===== config.mk =====
export PLATFORM = sky130hd
export DESIGN_NAME = ccpu_unit
export DESIGN_NICKNAME = d
export VERILOG_FILES = /design/src/ccpu_pkg.sv /design/src/ccpu_unit.sv /design/src/ccpu_edge_capture.sv
export VERILOG_INCLUDE_DIRS = /design/src
export SDC_FILE = /design/constraint.sdc
export NUM_CORES = 1
export LEC_CHECK = 0
export ABC_CLOCK_PERIOD_IN_PS = 2900
export BUFFER_PORTS_ARGS = -buffer_cell sky130_fd_sc_hd__clkbuf_2
export CORE_ASPECT_RATIO = 1.5
export CORE_MARGIN = 2
export CORE_UTILIZATION = 53
export DETAILED_ROUTE_END_ITERATION = 16
export PLACE_DENSITY_LB_ADDON = 0.25
export SLEW_MARGIN = 40
export SYNTH_ARGS = -nofsm -noshare
export SYNTH_HDL_FRONTEND = slang
export SYNTH_SLANG_ARGS = --single-unit

===== constraint.sdc =====
create_clock -name aclk -period 2.9 [get_ports aclk]
set_input_delay 0.29 -clock aclk [delete_from_list [all_inputs] [get_ports aclk]]
set_output_delay 0.29 -clock aclk [all_outputs]
set_load 0.1 [all_outputs]

===== src/ccpu_cfg.svh =====
// Purpose: Offsets, field positions, reset values and timing counts of the capture/compare/PWM unit
// Assumes: Included by bare name; definitions only
// Notes: Register offsets are word indices; the AXI4-Lite byte address is four times the index
`ifndef CCPU_CFG_SVH
`define CCPU_CFG_SVH
// Printed offsets are not multiples of four: kept as indices, byte address is four times
`define CCPU_IDX_VALUE_LOW 8'h15
`define CCPU_IDX_VALUE_HIGH 8'h16
`define CCPU_IDX_CONTROL 8'h17
`define CCPU_IDX_IRQ_STATUS 8'h18
`define CCPU_IDX_IRQ_CLEAR 8'h19
`define CCPU_IDX_IRQ_ENABLE 8'h1A
`define CCPU_IDX_TIMER16 8'h1B
`define CCPU_IDX_TIMER8 8'h1C
`define CCPU_CTRL_RESET 8'h00
`define CCPU_CTRL_MASK 8'h3F
`define CCPU_MODE_LSB 0
`define CCPU_DUTY_LSB 4
`define CCPU_PIN_LOC_BIT 12
`define CCPU_PRESC_4 4'h3
`define CCPU_PRESC_16 4'hF
`endif


===== src/ccpu_pkg.sv =====
// Purpose: Types shared by the capture/compare/PWM unit
// Assumes: Constants come from ccpu_cfg.svh
// Notes: Nothing here is imported; uses are scoped
`default_nettype none
package ccpu_pkg;
   typedef enum logic [1:0] {CCPU_OFF, CCPU_CAPTURE, CCPU_COMPARE, CCPU_PWM} ccpu_class_e;
   // Decoded control register
   typedef struct packed {
      logic [1:0] duty_low;
      logic [3:0] mode;
   } ccpu_ctrl_s;
   // Timer side signals
   typedef struct packed {
      logic [15:0] count16;
      logic [7:0] count8;
      logic period_reload;
   } ccpu_timers_s;
endpackage : ccpu_pkg
`default_nettype wire


===== src/ccpu_unit.sv =====
// Purpose: Capture/compare/PWM unit with AXI4-Lite register access
// Assumes: 25 MHz aclk; timers and A/D live outside; pin comes in asynchronously
// Notes: PWM waveform generation beyond duty compare is kept minimal
//
// Decided for this implementation: the AXI4-Lite register port.
`timescale 1ns/100ps
`default_nettype none
`include "ccpu_cfg.svh"
module ccpu_unit (
   input wire logic aclk, // Clock, 25 MHz
   input wire logic aresetn, // Synchronous reset, active low
   input wire logic [9:0] s_axi_awaddr, // Write address
   input wire logic s_axi_awvalid, // Write address valid
   output logic s_axi_awready, // Write address ready
   input wire logic [31:0] s_axi_wdata, // Write data
   input wire logic [3:0] s_axi_wstrb, // Write strobes
   input wire logic s_axi_wvalid, // Write data valid
   output logic s_axi_wready, // Write data ready
   output logic [1:0] s_axi_bresp, // Write response
   output logic s_axi_bvalid, // Write response valid
   input wire logic s_axi_bready, // Write response ready
   input wire logic [9:0] s_axi_araddr, // Read address
   input wire logic s_axi_arvalid, // Read address valid
   output logic s_axi_arready, // Read address ready
   output logic [31:0] s_axi_rdata, // Read data
   output logic [1:0] s_axi_rresp, // Read response
   output logic s_axi_rvalid, // Read data valid
   input wire logic s_axi_rready, // Read data ready
   input wire ccpu_pkg::ccpu_timers_s timers, // Timer counts from the same clock
   input wire logic [13:0] config_word, // Non-volatile configuration word
   input wire logic adc_enabled, // A/D converter is on
   input wire logic port_b_pin2_in, // Pin level, port B pin 2
   input wire logic port_b_pin3_in, // Pin level, port B pin 3
   output logic port_b_pin2_out, // Unit output onto port B pin 2
   output logic port_b_pin3_out, // Unit output onto port B pin 3
   output logic timer_16bit_clear, // Pulse clearing the 16-bit timer
   output logic adc_start, // Pulse starting an A/D conversion
   output logic irq // Level interrupt
);
   logic [7:0] value_low;
   logic [7:0] value_high;
   ccpu_pkg::ccpu_ctrl_s ctrl;
   logic unit_irq_flag;
   logic irq_enable;
   logic out_latch;
   logic unit_pin_location;
   logic cap_event;
   logic match_seen;
   logic aw_held;
   logic w_held;
   logic [9:0] aw_addr;
   logic [31:0] w_data;
   logic [3:0] w_strb;

   // Mode decode shared by several paths
   function automatic ccpu_pkg::ccpu_class_e mode_class(input logic [3:0] m);
      if (m[3:2] == 2'b11)
         return ccpu_pkg::CCPU_PWM;
      else if (m[3:2] == 2'b10)
         return ccpu_pkg::CCPU_COMPARE;
      else if (m[3:2] == 2'b01)
         return ccpu_pkg::CCPU_CAPTURE;
      return ccpu_pkg::CCPU_OFF;
   endfunction : mode_class

   wire ccpu_pkg::ccpu_class_e cls = mode_class(ctrl.mode);
   wire capture_on = (cls == ccpu_pkg::CCPU_CAPTURE);
   wire compare_on = (cls == ccpu_pkg::CCPU_COMPARE);
   wire pwm_on = (cls == ccpu_pkg::CCPU_PWM);
   wire [15:0] value = {value_high, value_low};

   // Pin location is registered every cycle from config bit 12
   always_ff @(posedge aclk)
   begin
      unit_pin_location <= config_word[`CCPU_PIN_LOC_BIT];
   end
   wire pin_raw = unit_pin_location ? port_b_pin3_in : port_b_pin2_in;

   ccpu_edge_capture u_edge (
      .aclk(aclk),
      .aresetn(aresetn),
      .pin_in(pin_raw),
      .capture_on(capture_on),
      .sel(ctrl.mode[1:0]),
      .event_pulse(cap_event)
   );

   // Compare against 16-bit timer, one event per match entry
   wire match_now = compare_on && (timers.count16 == value);
   wire match_event = match_now && !match_seen;
   wire special_event = match_event && (ctrl.mode == 4'hB);
   // PWM duty: 8 high bits in low byte, 2 LSBs from control
   wire [9:0] duty = {value_low, ctrl.duty_low};
   wire pwm_high = {timers.count8, 2'b00} < duty;

   // AXI write channels are taken in either order; address index is byte address / 4
   wire aw_take = s_axi_awvalid && s_axi_awready;
   wire w_take = s_axi_wvalid && s_axi_wready;
   wire wr_go = aw_held && w_held && !s_axi_bvalid;
   wire [7:0] wr_idx = aw_addr[9:2];
   wire [7:0] rd_idx = s_axi_araddr[9:2];
   wire wr_lane0 = wr_go && w_strb[0];
   wire wr_vlow = wr_lane0 && (wr_idx == `CCPU_IDX_VALUE_LOW);
   wire wr_vhigh = wr_lane0 && (wr_idx == `CCPU_IDX_VALUE_HIGH);
   wire wr_ctrl = wr_lane0 && (wr_idx == `CCPU_IDX_CONTROL);
   wire wr_clr = wr_lane0 && (wr_idx == `CCPU_IDX_IRQ_CLEAR) && w_data[0];
   wire wr_ena = wr_lane0 && (wr_idx == `CCPU_IDX_IRQ_ENABLE);
   wire wr_ok = (wr_idx >= `CCPU_IDX_VALUE_LOW) && (wr_idx <= `CCPU_IDX_IRQ_ENABLE);
   wire rd_ok = (rd_idx >= `CCPU_IDX_VALUE_LOW) && (rd_idx <= `CCPU_IDX_TIMER8);

   // Write address/data holding
   always_ff @(posedge aclk)
   begin
      if (!aresetn)
      begin
         aw_held <= 1'b0;
         w_held <= 1'b0;
         aw_addr <= 10'h000;
         w_data <= 32'h00000000;
         w_strb <= 4'h0;
      end
      else
      begin
         if (aw_take)
         begin
            aw_held <= 1'b1;
            aw_addr <= s_axi_awaddr;
         end
         else if (wr_go)
            aw_held <= 1'b0;
         if (w_take)
         begin
            w_held <= 1'b1;
            w_data <= s_axi_wdata;
            w_strb <= s_axi_wstrb;
         end
         else if (wr_go)
            w_held <= 1'b0;
      end
   end

   // Ready while nothing is held; write response follows both halves
   always_ff @(posedge aclk)
   begin
      if (!aresetn)
      begin
         s_axi_awready <= 1'b0;
         s_axi_wready <= 1'b0;
         s_axi_bvalid <= 1'b0;
         s_axi_bresp <= 2'b00;
      end
      else
      begin
         s_axi_awready <= !aw_held && !aw_take && !s_axi_bvalid;
         s_axi_wready <= !w_held && !w_take && !s_axi_bvalid;
         if (wr_go)
         begin
            s_axi_bvalid <= 1'b1;
            s_axi_bresp <= wr_ok ? 2'b00 : 2'b10;
         end
         else if (s_axi_bready)
            s_axi_bvalid <= 1'b0;
      end
   end

   // Read data mux; unused bits read zero
   logic [7:0] rd_byte;
   always_comb
   begin
      rd_byte = 8'h00;
      unique case (rd_idx)
         `CCPU_IDX_VALUE_LOW: rd_byte = value_low;
         `CCPU_IDX_VALUE_HIGH: rd_byte = value_high;
         `CCPU_IDX_CONTROL: rd_byte = {2'b00, ctrl} & `CCPU_CTRL_MASK;
         `CCPU_IDX_IRQ_STATUS: rd_byte = {7'h00, unit_irq_flag};
         `CCPU_IDX_IRQ_ENABLE: rd_byte = {7'h00, irq_enable};
         `CCPU_IDX_TIMER8: rd_byte = timers.count8;
         default: rd_byte = 8'h00;
      endcase
   end
   wire [15:0] rd_half = (rd_idx == `CCPU_IDX_TIMER16) ? timers.count16 : {8'h00, rd_byte};

   // Read channel: one read at a time, answer one cycle after address
   always_ff @(posedge aclk)
   begin
      if (!aresetn)
      begin
         s_axi_arready <= 1'b0;
         s_axi_rvalid <= 1'b0;
         s_axi_rdata <= 32'h00000000;
         s_axi_rresp <= 2'b00;
      end
      else if (s_axi_arvalid && s_axi_arready)
      begin
         s_axi_arready <= 1'b0;
         s_axi_rvalid <= 1'b1;
         s_axi_rdata <= {16'h0000, rd_half};
         s_axi_rresp <= rd_ok ? 2'b00 : 2'b10;
      end
      else if (s_axi_rvalid)
      begin
         if (s_axi_rready)
            s_axi_rvalid <= 1'b0;
      end
      else
         s_axi_arready <= !s_axi_arready;
   end

   // Value register: capture overwrites, software writes per byte
   always_ff @(posedge aclk)
   begin
      if (!aresetn)
      begin
         value_low <= 8'h00;
         value_high <= 8'h00;
      end
      else if (cap_event)
      begin
         value_low <= timers.count16[7:0];
         value_high <= timers.count16[15:8];
      end
      else
      begin
         if (wr_vlow)
            value_low <= w_data[7:0];
         if (wr_vhigh)
            value_high <= w_data[7:0];
      end
   end

   // Control register and enable; reset to zero
   always_ff @(posedge aclk)
   begin
      if (!aresetn)
      begin
         ctrl <= ccpu_pkg::ccpu_ctrl_s'(6'(`CCPU_CTRL_RESET));
         irq_enable <= 1'b0;
      end
      else
      begin
         if (wr_ctrl)
            ctrl <= w_data[5:0];
         if (wr_ena)
            irq_enable <= w_data[0];
      end
   end

   // Sticky flag: a new event wins over a clear in the same cycle
   always_ff @(posedge aclk)
   begin
      if (!aresetn)
         unit_irq_flag <= 1'b0;
      else if (cap_event || match_event)
         unit_irq_flag <= 1'b1;
      else if (wr_clr)
         unit_irq_flag <= 1'b0;
   end

   // Output latch: compare action, PWM duty, forced low on zero control write
   always_ff @(posedge aclk)
   begin
      if (!aresetn)
         out_latch <= 1'b0;
      else if (wr_ctrl && w_data[5:0] == 6'h00)
         out_latch <= 1'b0;
      else if (pwm_on)
         out_latch <= pwm_high;
      else if (match_event && ctrl.mode == 4'h8)
         out_latch <= 1'b1;
      else if (match_event && ctrl.mode == 4'h9)
         out_latch <= 1'b0;
   end

   // Registered outputs and match edge tracking
   always_ff @(posedge aclk)
   begin
      if (!aresetn)
      begin
         match_seen <= 1'b0;
         timer_16bit_clear <= 1'b0;
         adc_start <= 1'b0;
         irq <= 1'b0;
         port_b_pin2_out <= 1'b0;
         port_b_pin3_out <= 1'b0;
      end
      else
      begin
         match_seen <= match_now;
         timer_16bit_clear <= special_event;
         adc_start <= special_event && adc_enabled;
         irq <= (unit_irq_flag || cap_event || match_event) && irq_enable;
         port_b_pin2_out <= !unit_pin_location && out_latch;
         port_b_pin3_out <= unit_pin_location && out_latch;
      end
   end

   // Assertions
   AST_ADC_NEEDS_ENABLE: assert property (@(posedge aclk) disable iff (!aresetn)
      adc_start |-> $past(adc_enabled) && timer_16bit_clear)
      else $error("A/D start without enabled converter or timer clear");
   AST_FLAG_SET: assert property (@(posedge aclk) disable iff (!aresetn)
      (cap_event || match_event) |=> unit_irq_flag)
      else $error("Event did not set the interrupt flag");
   AST_ZERO_CTRL_LOW: assert property (@(posedge aclk) disable iff (!aresetn)
      (wr_ctrl && w_data[5:0] == 6'h00) |=> ##1 !port_b_pin2_out && !port_b_pin3_out)
      else $error("Zero control write did not force output low");
   AST_CAPTURE_COPY: assert property (@(posedge aclk) disable iff (!aresetn)
      cap_event |=> value == $past(timers.count16))
      else $error("Capture did not copy the timer");
   AST_CTRL_TOP_ZERO: assert property (@(posedge aclk) disable iff (!aresetn)
      $rose(s_axi_rvalid) && $past(rd_idx) == `CCPU_IDX_CONTROL |-> s_axi_rdata[7:0] == {2'b00, $past(ctrl)})
      else $error("Control read did not return the zero-padded control bits");
   AST_CAPTURE_MODE_ONLY: assert property (@(posedge aclk) disable iff (!aresetn)
      cap_event |-> $past(capture_on))
      else $error("Capture event outside capture mode");
   AST_SET_ON_MATCH: assert property (@(posedge aclk) disable iff (!aresetn)
      (match_event && ctrl.mode == 4'h8 && !wr_ctrl) |=> out_latch)
      else $error("Set-on-match did not raise latch");
   AST_PIN_SELECT: assert property (@(posedge aclk) disable iff (!aresetn)
      unit_pin_location |=> !port_b_pin2_out)
      else $error("Wrong pin driven");
endmodule : ccpu_unit
`default_nettype wire


===== src/ccpu_edge_capture.sv =====
// Purpose: Synchronise the unit pin and produce capture event pulses
// Assumes: Pin is asynchronous to aclk
// Notes: Prescaler clears whenever capture mode is not selected
`timescale 1ns/100ps
`default_nettype none
`include "ccpu_cfg.svh"
module ccpu_edge_capture (
   input wire logic aclk, // Clock
   input wire logic aresetn, // Synchronous reset, active low
   input wire logic pin_in, // Raw pin level
   input wire logic capture_on, // Capture mode selected
   input wire logic [1:0] sel, // Low two bits of mode select
   output logic event_pulse // One-cycle capture event
);
   logic sync1;
   logic sync2;
   logic last;
   logic [3:0] presc;
   // Two stage synchroniser; only sync2 feeds logic
   always_ff @(posedge aclk)
   begin
      if (!aresetn)
      begin
         sync1 <= 1'b0;
         sync2 <= 1'b0;
         last <= 1'b0;
      end
      else
      begin
         sync1 <= pin_in;
         sync2 <= sync1;
         last <= sync2;
      end
   end
   wire rise = sync2 & ~last;
   wire fall = ~sync2 & last;
   wire [3:0] limit = sel[0] ? `CCPU_PRESC_16 : `CCPU_PRESC_4;
   wire presc_hit = rise && (presc == limit);
   // Event selection: falling, rising, 4th or 16th rising edge
   wire next_event = capture_on && (sel == 2'b00 ? fall : sel == 2'b01 ? rise : presc_hit);
   // Prescaler counter, cleared outside capture mode
   always_ff @(posedge aclk)
   begin
      if (!aresetn || !capture_on)
         presc <= 4'h0;
      else if (rise)
         presc <= presc_hit ? 4'h0 : presc + 4'h1;
   end
   always_ff @(posedge aclk)
   begin
      if (!aresetn)
         event_pulse <= 1'b0;
      else
         event_pulse <= next_event;
   end
endmodule : ccpu_edge_capture
`default_nettype wire


==> impl_metrics.py <==
metrics = {
    "status": {
        "status": "completed",
    },
    "setup_path": {
        "r2r-start": "aw_addr[9]",
        "cp-end-kind": "flop",
        "crit_path_start": "aw_addr[9]",
        "critPathMaxFanout": 8,
        "worstSetupPathType": "flop to flop",
        "crit_family": "simple AND/OR/NAND/NOR gates",
        "path_buf_inv": 0,
        "cp-start-kind": "flop",
        "worst-endpoint-arrival_ps": 2210,
        "cpMaxStageDelayCell": "nand4b_1",
        "required_ps": 3100,
        "cp_slowest_stage_delay_ps": 490,
        "crit_chain": "nor4b_4 -> and3_2 -> nand4b_1 -> mux2i_1 -> a21oi_1",
    },
    "clock_tree": {
        "insertion_delay_ps": 340,
        "cts_buffer_depth": 2,
        "post_cts_resized": 0,
        "ctsHoldBuffers": 0,
        "tritoncts": "yes",
        "htreeDepth": 3,
        "clockRootBuffer": "clkbuf_16",
        "cts_setup_buffers": 0,
        "numCtsBuffers": 9,
        "clkTransAtPathRegs_ps": 60,
        "cts_sinks": 82,
    },
    "floorplanning": {
        "ios": 151,
        "die_w_um": 75.3,
        "dieArea_mm2": 0.00836,
        "core-area_mm2": 0.00751,
        "row_count": 39,
        "die_h_um": 111,
        "start_util": 0.538,
    },
    "placement": {
        "pre_cts_ws_ps": 867,
        "io_buffers": 87,
        "dp_hpwl_um": 7100,
        "globalplace.congestion": 0.852,
    },
    "timing": {
        "worst-slew-pin-transition_ps": 789,
        "setup-violations-final": 0,
        "slew_viol_final": 0,
        "fmax_mhz": 498,
        "finClkSkew_ps": 7.90,
        "fin_ws_ps": 891,
        "timing.hold.ws_ps": 51.6,
        "grt_setup_unrepaired": "false",
        "tns_ps": 0,
        "period_needed_ps": 2010,
        "finalHoldViolations": 0,
        "period_share": 0.693,
        "maxSlewHeadroom": 0.471,
    },
    "hold_path": {
        "min_from": "config_word[12]",
        "hp-class": "primary input to flop",
    },
    "synth": {
        "synth_top_area_share": 0.406,
        "synth-edff-count": 0,
        "syn_avg_cell_area_um2": 8.44,
        "yosys.area_share.simple": 0.203,
        "ys_types": 54,
        "synth_ff_type": "dfxtp_1",
        "synth_xor_area_frac": 0.0368,
        "async_reset_ff_frac": 0,
        "ys_seq_area_frac": 0.406,
        "synth_mux_area_frac": 0.0637,
        "synth_adder_area_share": 0.0278,
        "synth_compound_area_frac": 0.186,
        "syn-instance-count": 479,
        "ys_ff_latch": 82,
        "synthTopCellsByArea": "dfxtp_1, a21oi_1, nand2_1, mux2i_1, buf_4",
        "yosysWarnings": 0,
        "syn_area_mm2": 0.00405,
        "synth_top_family_by_area": "simple AND/OR/NAND/NOR gates",
        "yosysTopAreaCell": "dfxtp_1",
    },
    "run": {
        "drv_cap": 0,
    },
    "global_route": {
        "antenna_found_initial": 0,
        "grt_pass1_vias": 3278,
        "grtUsageTotal": 0.235,
        "grt_pass1_wl_um": 15100,
        "grt_max_degree": 33,
        "grt_overflow": 0,
    },
    "detailed_routing": {
        "wl_um": 9330,
        "drt_iter0_drc": 204,
        "drcViolationCount": 0,
        "avgRoutedWirePerCell_um": 14.1,
        "dr.pass1.iters": 5,
        "dr_total_vias": 3523,
        "ant_nets": 0,
        "viasPerCell": 5.33,
    },
    "layout": {
        "fillCellCount": 688,
        "syn2layout_area_growth_pct": 17.5,
        "antenna_cells": 0,
        "drive_gt1_frac": 0.216,
        "final_core_util": 0.632,
        "layout.nets": 669,
    },
    "power_and_ir_drop": {
        "p_per_area_mw_per_mm2": 566,
        "cellLeakagePower_nw": 1.96,
        "ir_drop_v": 0.000410,
    },
}
-- state kept, by name, indices dropped and copies added (netlist names), 4 cells and up --
name and cells:
s_axi_rdata 16, aw_addr 8, value_high 8, value_low 8, w_data 8, ctrl 6, u_edge.presc 4
-- metrics by stage --
step	cell area [um^2]	cells	total power, mW
2_1_floorplan	4110	496	1.53
3_3_place_gp	4460	646	1.60
3_5_place_dp	4460	646	1.60
4_1_cts	4750	661	2.70
5_1_grt	4750	661	2.78
6_report	4750	661	2.69
-- cells in the mapped netlist (7+ instances only) --
master / count
a211oi_1: 7
a21oi_1: 61
a22oi_1: 9
buf_4: 20
clkbuf_1: 17
dfxtp_1: 82
ha_1: 9
inv_1: 17
mux2i_1: 19
nand2_1: 67
nand3_1: 12
nor2_1: 33
o21ai_0: 26
xor2_1: 13
-- routing by layer --
metal	vias to the layer above	GRT usage	share of wire
met5	-	0	0
met1	1622	0.284	0.41
met3	10	0.0282	0.053
met2	92	0.400	0.52
li1	1799	-	-
met4	0	0.108	0.015
-- path summary, 6_finish.rpt --
kind                  endpoint  slack [ps]  cells past startpoint
max              value_high[4]         890                      5
min          unit_pin_location          50                      1
max reg2reg      value_high[4]         890                      5
min reg2reg       u_edge.sync2         440                      1
-- layout by cell type, fill, tap and decap left out, types with 3 or more instances in the layout --
cell | Yosys | final
clkbuf_2 | 0 | 87
dfxtp_1 | 82 | 82
nand2_1 | 67 | 67
a21oi_1 | 61 | 61
nor2_1 | 33 | 33
o21ai_0 | 26 | 26
mux2i_1 | 19 | 19
conb_1 | 1 | 18
inv_1 | 17 | 16
xor2_1 | 13 | 13
nand3_1 | 12 | 12
a22oi_1 | 9 | 9
ha_1 | 9 | 9
clkbuf_16 | 0 | 9
a211oi_1 | 7 | 7
nor2b_1 | 6 | 6
a31oi_1 | 6 | 6
a221oi_1 | 6 | 6
mux2_2 | 6 | 6
and2_1 | 6 | 5
nand2b_1 | 4 | 4
xnor2_1 | 4 | 4
nor4_1 | 4 | 4
nor3_1 | 3 | 3
-- kinds of logic (layout without fill, tap and decap cells) --
kind of cell,count (synthesis),in the layout
compound gates,126,126
xor+xnor,17,17
fa+ha+maj,9,9
buf+inv,59,122
flops,82,82
mux,25,25
other cells,1,18
simple gates,160,160
-- power by group --
group	internal (mW)	switching (mW)
sequential	1.16	0.0254
combinational	0.0884	0.311
clock	0.682	0.427
-- area by class of cell --
class,count,area [um^2],share of cell area
multi-input cells,355,2160,0.455
flip-flops and latches,82,1640,0.345
repair buffers,90,470,0.0990
clock buffers,12,246,0.0519
well taps,102,128,0.0269
inverters,17,63.8,0.0134
clock inverters,3,40.0,0.00843
-- worst register-to-register path: cells and delay by family (launching register included) --
| family | cells | cell delay, ps |
|---|---|---|
| simple gates | 3 | 1120 |
| mux | 1 | 340 |
| flops | 1 | 330 |
| compound gates | 1 | 90 |
Power figures use the tool's default switching activity.
